--- src/dcpd_pkg.sv ---
/*
  Constants for the coarse phase detector configuration block.
  Assumes an APB master with 32-bit data and byte addresses.
*/
package dcpd_pkg;
  // ----------------------------------------------------------------
  // Register map
  // ----------------------------------------------------------------
  localparam logic [7:0] cfg_offset = 8'h74;
  localparam logic [7:0] cfg_reset = 8'h85;
  // Bit 4 is unused and reads as zero
  localparam logic [7:0] cfg_write_mask = 8'hef;
  // ----------------------------------------------------------------
  // Field positions
  // ----------------------------------------------------------------
  localparam int loss_en_bit = 7;
  localparam int wide_en_bit = 6;
  localparam int multi_bit = 5;
  localparam int limit_lsb = 0;
  localparam int limit_width = 4;
  // ----------------------------------------------------------------
  // Phase arithmetic
  // ----------------------------------------------------------------
  localparam int phase_width = 14;
  localparam logic [14:0] max_limit = 15'h1fff;
  localparam logic [3:0] max_limit_code = 4'hb;
  localparam logic [5:0] limit_shift_base = 6'h2;
endpackage

--- src/dcpd_phase_cond.sv ---
/*
  Combinational phase conditioner: clamps the loop phase and
  compares the coarse phase error with the programmed limit.
  Assumes the caller registers both results.
*/
`timescale 1ns/1ns
module dcpd_phase_cond
(
  input wire logic signed [13:0] phase_in,
  input wire logic multicycle_eff,
  input wire logic [3:0] limit_code,
  output logic signed [13:0] phase_out,
  output logic exceed
);
  // ----------------------------------------------------------------
  // Helpers
  // ----------------------------------------------------------------
  // Fifteen bits so that the most negative value has a magnitude
  function automatic logic [14:0] dcpd_abs(input logic signed [13:0] v);
    logic [14:0] w;
    w = {v[13], v};
    dcpd_abs = v[13] ? 15'(-w) : w;
  endfunction

  function automatic logic [14:0] dcpd_limit(input logic [3:0] code);
    logic [5:0] sh;
    sh = {2'h0, code} + dcpd_pkg::limit_shift_base;
    if (code > dcpd_pkg::max_limit_code)
      dcpd_limit = dcpd_pkg::max_limit;
    else
      dcpd_limit = 15'((15'h1 << sh) - 15'h1);
  endfunction

  // ----------------------------------------------------------------
  // Conditioning
  // ----------------------------------------------------------------
  always_comb
  begin
    phase_out = phase_in;
    // RL4: multicycle result passed whole
    if (!multicycle_eff)
    begin
      // RL3: clamp to one cycle
      if (phase_in > 14'sd1)
        phase_out = 14'sd1;
      else if (phase_in < -14'sd1)
        phase_out = -14'sd1;
    end
    // RL5: error against coarse limit
    exceed = dcpd_abs(phase_in) > dcpd_limit(limit_code);
  end
endmodule

--- src/dcpd_top.sv ---
/*
  APB configuration register and loop phase gating for the wide
  range coarse phase detector of the digital PLL.
  Assumes a single pclk domain and coarse phase samples that are
  synchronous to it, signed in whole input cycles.
*/
`timescale 1ns/1ns
// Summary of operation
// RL1: Wide detector off at 0, on at 1
// RL2: Wide enable feeds coarse results to loop
// RL3: Multicycle clear clamps loop phase to one
// RL4: Multicycle set passes full coarse phase
// RL5: Phase loss only when enabled, over limit
// RL6: Multicycle honoured only with wide enabled
module dcpd_top
(
  input wire logic pclk,
  input wire logic presetn,
  input wire logic psel,
  input wire logic penable,
  input wire logic pwrite,
  input wire logic [7:0] paddr,
  input wire logic [31:0] pwdata,
  output logic [31:0] prdata,
  output logic pready,
  output logic pslverr,
  input wire logic signed [13:0] coarse_phase,
  input wire logic coarse_phase_valid,
  output logic wide_detector_en,
  output logic multicycle_loop_response,
  output logic signed [13:0] loop_phase,
  output logic loop_phase_valid,
  output logic phase_loss
);
  // ----------------------------------------------------------------
  // State
  // ----------------------------------------------------------------
  logic [7:0] cfg_q, cfg_d;
  logic [31:0] prdata_q, prdata_d;
  logic pready_q, pready_d;
  logic pslverr_q, pslverr_d;
  logic multi_q, multi_d;
  logic signed [13:0] phase_q, phase_d;
  logic pvalid_q, pvalid_d;
  logic loss_q, loss_d;
  logic signed [13:0] cond_phase;
  logic cond_exceed;
  logic hit, setup, wr_now;

  // ----------------------------------------------------------------
  // APB slave
  // ----------------------------------------------------------------
  // Ready is registered from the setup cycle, so it is high in the first access cycle and no access waits
  assign hit = paddr == dcpd_pkg::cfg_offset;
  assign setup = psel && !penable;
  assign wr_now = psel && penable && pready_q && pwrite && hit;

  always_comb
  begin
    cfg_d = cfg_q;
    prdata_d = prdata_q;
    pready_d = setup;
    pslverr_d = setup && !hit;
    // RL1: software sets the detector enable
    if (wr_now)
      cfg_d = pwdata[7:0] & dcpd_pkg::cfg_write_mask;
    if (setup)
      prdata_d = hit ? {24'h0, cfg_q} : 32'h0;
  end

  // ----------------------------------------------------------------
  // Loop phase path
  // ----------------------------------------------------------------
  dcpd_phase_cond u_cond
  (
    .phase_in(coarse_phase),
    .multicycle_eff(multi_q),
    .limit_code(cfg_q[dcpd_pkg::limit_lsb +: dcpd_pkg::limit_width]),
    .phase_out(cond_phase),
    .exceed(cond_exceed)
  );

  always_comb
  begin
    // RL6: multicycle gated by wide enable
    multi_d = cfg_d[dcpd_pkg::wide_en_bit] && cfg_d[dcpd_pkg::multi_bit];
    phase_d = phase_q;
    // RL2: results reach loop only when on
    pvalid_d = coarse_phase_valid && cfg_q[dcpd_pkg::wide_en_bit];
    if (pvalid_d)
      phase_d = cond_phase;
    loss_d = loss_q;
    // RL5: loss needs enable and wide detector
    if (!cfg_q[dcpd_pkg::loss_en_bit] || !cfg_q[dcpd_pkg::wide_en_bit])
      loss_d = 1'b0;
    else if (coarse_phase_valid)
      loss_d = cond_exceed;
  end

  always_ff @(posedge pclk or negedge presetn)
  begin
    if (!presetn)
    begin
      cfg_q <= dcpd_pkg::cfg_reset;
      prdata_q <= 32'h0;
      pready_q <= 1'b0;
      pslverr_q <= 1'b0;
      multi_q <= 1'b0;
      phase_q <= 14'sd0;
      pvalid_q <= 1'b0;
      loss_q <= 1'b0;
    end
    else
    begin
      cfg_q <= cfg_d;
      prdata_q <= prdata_d;
      pready_q <= pready_d;
      pslverr_q <= pslverr_d;
      multi_q <= multi_d;
      phase_q <= phase_d;
      pvalid_q <= pvalid_d;
      loss_q <= loss_d;
    end
  end

  assign prdata = prdata_q;
  assign pready = pready_q;
  assign pslverr = pslverr_q;
  assign wide_detector_en = cfg_q[dcpd_pkg::wide_en_bit];
  assign multicycle_loop_response = multi_q;
  assign loop_phase = phase_q;
  assign loop_phase_valid = pvalid_q;
  assign phase_loss = loss_q;

  // ----------------------------------------------------------------
  // Checks
  // ----------------------------------------------------------------
  a_wide_en_write: assert property ( // RL1
    @(posedge pclk) disable iff (!presetn)
    wr_now |=> wide_detector_en == $past(pwdata[dcpd_pkg::wide_en_bit]))
    else $error("wide enable not taken from write");

  a_wide_off_gate: assert property ( // RL2
    @(posedge pclk) disable iff (!presetn)
    loop_phase_valid |-> $past(coarse_phase_valid) &&
      $past(wide_detector_en))
    else $error("loop phase valid without wide detector");

  a_clamp_one: assert property ( // RL3
    @(posedge pclk) disable iff (!presetn)
    coarse_phase_valid && wide_detector_en && !multicycle_loop_response
      |=> loop_phase_valid && loop_phase <= 14'sd1 &&
      loop_phase >= -14'sd1)
    else $error("loop phase not clamped to one cycle");

  a_multi_pass: assert property ( // RL4
    @(posedge pclk) disable iff (!presetn)
    coarse_phase_valid && multicycle_loop_response
      |=> loop_phase == $past(coarse_phase))
    else $error("multicycle phase not passed whole");

  a_loss_disabled: assert property ( // RL5
    @(posedge pclk) disable iff (!presetn)
    !cfg_q[dcpd_pkg::loss_en_bit] |=> !phase_loss)
    else $error("phase loss raised while disabled");

  a_multi_gated: assert property ( // RL6
    @(posedge pclk) disable iff (!presetn)
    multicycle_loop_response ==
      (cfg_q[dcpd_pkg::wide_en_bit] && cfg_q[dcpd_pkg::multi_bit]))
    else $error("multicycle honoured without wide detector");

  a_unmapped_err: assert property (
    @(posedge pclk) disable iff (!presetn)
    psel && !penable && paddr != dcpd_pkg::cfg_offset |=> pslverr && pready)
    else $error("unmapped address not flagged");
endmodule

--- config.mk ---
export PLATFORM = sky130hd
export DESIGN_NAME = dcpd_top
export DESIGN_NICKNAME = d
export VERILOG_FILES = /design/src/dcpd_pkg.sv /design/src/dcpd_phase_cond.sv /design/src/dcpd_top.sv
export SDC_FILE = /design/constraint.sdc
export NUM_CORES = 1
export LEC_CHECK = 0
export ABC_AREA = 1
export BUFFER_PORTS_ARGS = -buffer_cell sky130_fd_sc_hd__buf_2
export CAP_MARGIN = 10
export CORE_MARGIN = 4
export CORE_UTILIZATION = 25
export DETAILED_ROUTE_END_ITERATION = 10
export PLACE_DENSITY_LB_ADDON = 0.3
export SETUP_SLACK_MARGIN = 0.3
export SYNTH_ARGS = -nofsm -noshare
export SYNTH_HDL_FRONTEND = slang
export SYNTH_SLANG_ARGS = --single-unit
--- constraint.sdc ---
create_clock -name pclk -period 8.5 [get_ports pclk]
set_input_delay 0 -clock pclk [delete_from_list [all_inputs] [get_ports pclk]]
set_output_delay 0 -clock pclk [all_outputs]
set_load 0.005 [all_outputs]
# [Word-level counts from Yosys, hierarchy flattened]
# Index checks and enable logic that the tools add are counted.
[classes] add_sub_neg=3 magnitude_cmp=4 eq_ne=1 n_shift=1 muxes=9 n_reduce_logical=14
[op_table] operator="14-bit 2-to-1 mux" n=3
[op_table] operator="15-bit 2-to-1 mux" n=2
[op_table] operator="15-bit > comparator" n=1
[op_table] operator="15-bit negator" n=1
[op_table] operator="1-bit by 6-bit << shifter with 15-bit output, first input constant" n=1
[op_table] operator="15-bit by 1-bit subtractor with 15-bit output, second input constant" n=1
[op_table] operator="14-bit by 2-bit > comparator with 1-bit output, second input constant" n=1
[op_table] operator="14-bit by 1-bit < comparator with 1-bit output, second input constant" n=1
[op_table] operator="8-bit by 7-bit equality test with 1-bit output, second input constant" n=1
[op_table] operator="1-bit logical AND" n=8
[op_table] operator="8-bit 2-to-1 mux" n=1
[op_table] operator="7-bit 2-to-1 mux" n=1
[op_table] operator="4-bit by 2-bit adder with 5-bit output, second input constant" n=1
[op_table] operator="4-bit > comparator, second input constant" n=1
[op_table] operator="1-bit logical NOT" n=4
[op_table] operator="1-bit 2-to-1 mux" n=2
[op_table] operator="2-bit nonzero test" n=1
[op_table] operator="1-bit logical OR" n=1
[word_totals] regBits=58 input_bits=60 output_inout_bits=52 wordCells=41

# [Depth between registers and ports, before layout]
[depth] word_depth=7 depth_mapped=22 ltp_nobuf=21

# [By module]
# Synthesis repeated with hierarchy kept, for this count alone.
[unflattened] cells_unflattened=426 area_unflattened_um2=2841.5
[modules_own_cells] mod="dcpd_top" n_inst=1 cells_each=178 area_each_um2=1542.7 seq_area_each_um2=829.5
[modules_own_cells] mod="dcpd_phase_cond" n_inst=1 cells_each=248 area_each_um2=1298.7 seq_area_each_um2=0.0

# [Least setup slack after synthesis]
# OpenSTA, ideal clock, no wires.
[synth_timing] kind="flip-flop to flip-flop" from="reg cfg_q[2]" to="reg loss_q (netlist: phase_loss)" setup_time_ns=0.077 arrival_time_ns=2.636 required_ns=8.423 setup_slack_ns=5.787 stages_incl_launch_ff=21 n_path_buf=1 synth_period_minus_slack_ns=2.713 path_cell_list="dfstp_2 -> ha_1 -> inv_1 -> nand2_1 -> nand2_2 -> buf_6 -> nor2_4 -> nand2_1 -> ha_1 -> nand3_4 -> inv_1 -> o21ai_0 -> nor2_1 -> ha_1 -> nand2_1 -> nor2_1 -> and2_1 -> nand2_1 -> nand2_1 -> nand2_1 -> a21oi_1"
[synth_between] elab_chain_len=7 elab_cells_between_ends=8 cone_classes="add/sub: 2; order compare: 2; shift: 1; mux: 3"
[synth_rtl] item="from (decl)" line="dcpd_top.sv:38" text="logic [7:0] cfg_q, cfg_d;"
[synth_rtl] item="from (signal assigned)" line="dcpd_top.sv:104" text="cfg_q <= dcpd_pkg::cfg_reset;"
[synth_rtl] item="from (signal assigned)" line="dcpd_top.sv:115" text="cfg_q <= cfg_d;"
[synth_rtl] item="4-bit by 2-bit adder with 5-bit output" line="dcpd_phase_cond.sv:27" text="sh = {2'h0, code} + dcpd_pkg::limit_shift_base;"
[synth_rtl] item="1-bit by 6-bit << shifter with 15-bit output" line="dcpd_phase_cond.sv:31" text="dcpd_limit = 15'((15'h1 << sh) - 15'h1);"
[synth_rtl] item="15-bit by 1-bit subtractor with 15-bit output" line="dcpd_phase_cond.sv:31"
[synth_rtl] item="15-bit 2-to-1 mux *" line="dcpd_phase_cond.sv:28" text="if (code > dcpd_pkg::max_limit_code)"
[synth_rtl] item="15-bit > comparator *" line="dcpd_phase_cond.sv:50" text="exceed = dcpd_abs(phase_in) > dcpd_limit(limit_code);"
[synth_rtl] item="1-bit 2-to-1 mux *" line="dcpd_top.sv:96" text="else if (coarse_phase_valid)"
[synth_rtl] item="1-bit 2-to-1 mux *" line="dcpd_top.sv:94" text="if (!cfg_q[dcpd_pkg::loss_en_bit] || !cfg_q[dcpd_pkg::wide_en_bit])"
[synth_rtl] item="to (signal assigned)" line="dcpd_top.sv:122" text="loss_q <= loss_d;"
[synth_rtl] item="to (decl)" line="dcpd_top.sv:45" text="logic loss_q, loss_d;"
# Every way passes the cells marked *; elsewhere a longest branch is shown, timed or not. The select of a mux whose other input is x is not followed.
# A chain may end at the register's enable or synchronous reset.

# [Final worst setup path]
# Ends and elaborated chain as after synthesis.

==> flow_summary.yaml <==
route:
  drt_iter0_markers: 194
  antenna_left: 0
  drcViolationCount: 0
  num_vias: 2619
  drtPass1Iterations: 4
  detail_route.wirelength_mm: 6.85
  top_layer: "met4"
  avgViaCountPerCell: 4.29
  avgRoutedWirePerCell_um: 11.2
  wl_met3_um: 233
  route.met2.wl_mm: 3.30
  wl_met1_mm: 3.24
job:
  drv_cap: 0
logic_synthesis:
  synth.area.mux_share_pct: 0
  synth_simple_gate_area_share_pct: 33.6
  synth_xor_area_share_pct: 4.04
  synth-edff-count: 0
  synth_common_cells: "nand2_1 (124), inv_1 (47), nor2_1 (31)"
  yosysMostFrequentCell: "nand2_1"
  synthesis.area_mm2: 0.00282
  synthCells: 400
  synthTopCellsByArea: "dfrtp_1 (27%), nand2_1 (17%), ha_1 (9.3%)"
  synth_compound_area_share_pct: 8.89
  synth_top_family_by_area: "simple AND/OR/NAND/NOR gates"
  synth_cell_types: 36
  synth-seq-cells: 33
  seq_area_frac_synth_pct: 29.5
  yosysWarnings: 0
  async_flop_share_pct: 100
  yosysTopAreaCell: "dfrtp_1"
  avgSynthCellArea_um2: 7.04
  synth-main-ff-cell: "dfrtp_1"
  synthAdderAreaFrac_pct: 9.33
  synth_top_area_share_pct: 26.7
cts:
  cts_max_level: 2
  cts-root-buf: "clkbuf_16"
  cts_buffers: 5
  clock_latency_ns: 0.28
  cts_tree: "built"
  clkTransAtPathRegs_ns: 0.05
  cts_sinks: 33
  cts_buffer_depth: 2
  ctsResizeCount: 0
timing:
  final.setup_skew_ns: 0.00258
  finalSetupViolations: 0
  worstMarginPinSlew_ns: 0.824
  hold_viol_final: 0
  fmax_mhz: 321
  maxSlewViolCount: 0
  tns_ns: 0
  period_minus_slack_ns: 3.11
  holdWs_ns: 0.0180
  max_slew_margin_pct: 44.9
  rsz0062_at_grt: "false"
  period_share_pct: 36.6
critical_path:
  crit_required_ns: 8.70
  start_kind: "flip-flop"
  worstPathArrival_ns: 3.32
  critPathKind: "reg -> reg"
  cp-end-kind: "flip-flop"
  crit_fanout: 11
layout:
  fin_util_pct: 31.0
  fillers: 1219
  final_cells: 610
  layout.nets: 550
  diodes: 0
  multiInputGateArea_mm2: 0.00167
  drive_gt1_share_pct: 19.6
  syn_to_final_growth_pct: 20.4
  ff_latch_area_um2: 830
pwr:
  seqPwrFrac_pct: 40.0
  p_total_w: 0.000419
  pwr-share-comb_pct: 16.7
  clockPowerShare_pct: 43.2
  worst_ir_drop_vdd_uv: 60.7
  p_int_w: 0.000309
  p_per_area_mw_per_mm2: 124
  power.leakage_nw: 1.89
  switching_power_w: 0.000110
  swShare_pct: 26.2
grt:
  antenna_found_initial: 0
  grt_overflow_total: 0
  grt_use_total_pct: 10.6
  grt_max_degree: 34
  grt_pass1_wl_mm: 11.4
  grt_pass1_vias: 2450
floorplanning:
  core_mm2: 0.0109
  core.rowCount: 38
  die_area_mm2: 0.0130
  top_level_ports: 112
  die_h_um: 114
  fp.dieW_um: 114
  start_util_pct: 25.7
placed_design:
  gp_congestion: 0.890
  dp.cells: 594
  hpwl_mm: 5.58
  io_buffer_count: 61
run_status:
  status: "finished clean"
min_path:
  min_path_type: "in -> reg"
==> per-layer routing <==
| metal | global-route usage [%] | vias up |
|---|---|---|
| li1 | - | 1362 |
| met2 | 17.6 | 49 |
| met3 | 1.64 | 5 |
| met5 | 0 | - |
| met1 | 14.3 | 1203 |
| met4 | 3.09 | 0 |
==> registers in the layout (all words and copies together) (netlist names) <==
| name | count |
|---|---|
| loop_phase | 14 |
| cfg_q | 7 |
| prdata | 7 |
| loop_phase_valid | 1 |
| multicycle_loop_response | 1 |
| phase_loss | 1 |
| pready | 1 |
| pslverr | 1 |
==> timing repair <==
action | CTS | global route
hold endpoints to repair | 37 | 0
hold buffers | 8 | 0
buffers inserted | 0 | 0
==> power groups by stage <==
stage               Sequential [W]  Combinational, W  Clock [W]
floorplan                 0.000171         0.0000463          0
global placement          0.000170         0.0000671          0
detailed placement        0.000170         0.0000680          0
CTS                       0.000168         0.0000712   0.000186
global route              0.000168         0.0000818   0.000193
finish                    0.000168         0.0000701   0.000181
==> metrics by stage <==
stage               setup WS (ns)  area [um2]
floorplan                    5.79        2910
global placement             5.46        3160
detailed placement           5.38        3160
CTS                          5.39        3390
global route                 5.08        3390
finish                       5.39        3390
==> cell type report <==
class / instances / share of cell area [%]
clock buffers: 8 / 4.32
multi-input cells: 311 / 49.2
flip-flops and latches: 33 / 24.5
inverters: 49 / 5.43
repair buffers: 69 / 11.4
well taps: 140 / 5.17
==> cell families after synthesis <==
group,Yosys count
flip-flops,33
other,1
XOR/XNOR,13
adder cells (fa/ha/maj),21
AND/OR/NAND/NOR,204
AO/OA/AOI/OAI,47
buffers and inverters,81
==> critical path, cell delays in order (launching register included) <==
cell and delay, ns:
dfstp_2 0.58, ha_1 0.22, inv_1 0.07, nand2_1 0.07, nand2_2 0.18, nor2_4 0.18, nand2_1 0.07, ha_1 0.26
nand3_4 0.15, inv_1 0.05, o21ai_0 0.14, nor2_1 0.07, ha_1 0.29, nand2_1 0.05, nor2_1 0.20, and2_1 0.17
nand2_1 0.05, nand2_1 0.05, nand2_1 0.07, a21oi_1 0.12
==> placed cells by master, fill, tap and decap left out, drive strengths merged, types with 2 or more instances in the layout <==
cell type / count
clkbuf: 8
nor4: 3
o21ai: 13
nor2: 36
conb: 26
dfrtp: 30
buf: 61
inv: 48
nand4: 6
nor3: 6
ha: 21
nand3: 19
a21oi: 27
o211ai: 2
dlygate4sd3: 8
dfstp: 3
xor2: 13
o31ai: 3
a31oi: 2
nand2: 130
==> path summary, 6_finish.rpt <==
check                                           from                        end  slack [ns]  cells past startpoint
setup / recovery                cfg_q[2]$_DFFE_PN1P_     phase_loss$_DFFE_PN0P_        5.39                     19
hold / removal                                  psel           pready$_DFF_PN0_        0.02                      3
setup reg to reg                cfg_q[2]$_DFFE_PN1P_     phase_loss$_DFFE_PN0P_        5.39                     19
hold reg to reg            loop_phase[7]$_DFFE_PN0P_  loop_phase[7]$_DFFE_PN0P_        0.47                      2
max in group asynchronous                    presetn      prdata[3]$_DFFE_PN0P_        7.69                      2
min in group asynchronous                    presetn  loop_phase[3]$_DFFE_PN0P_        0.33                      2
No activity file was read; power rests on OpenSTA's default activity.
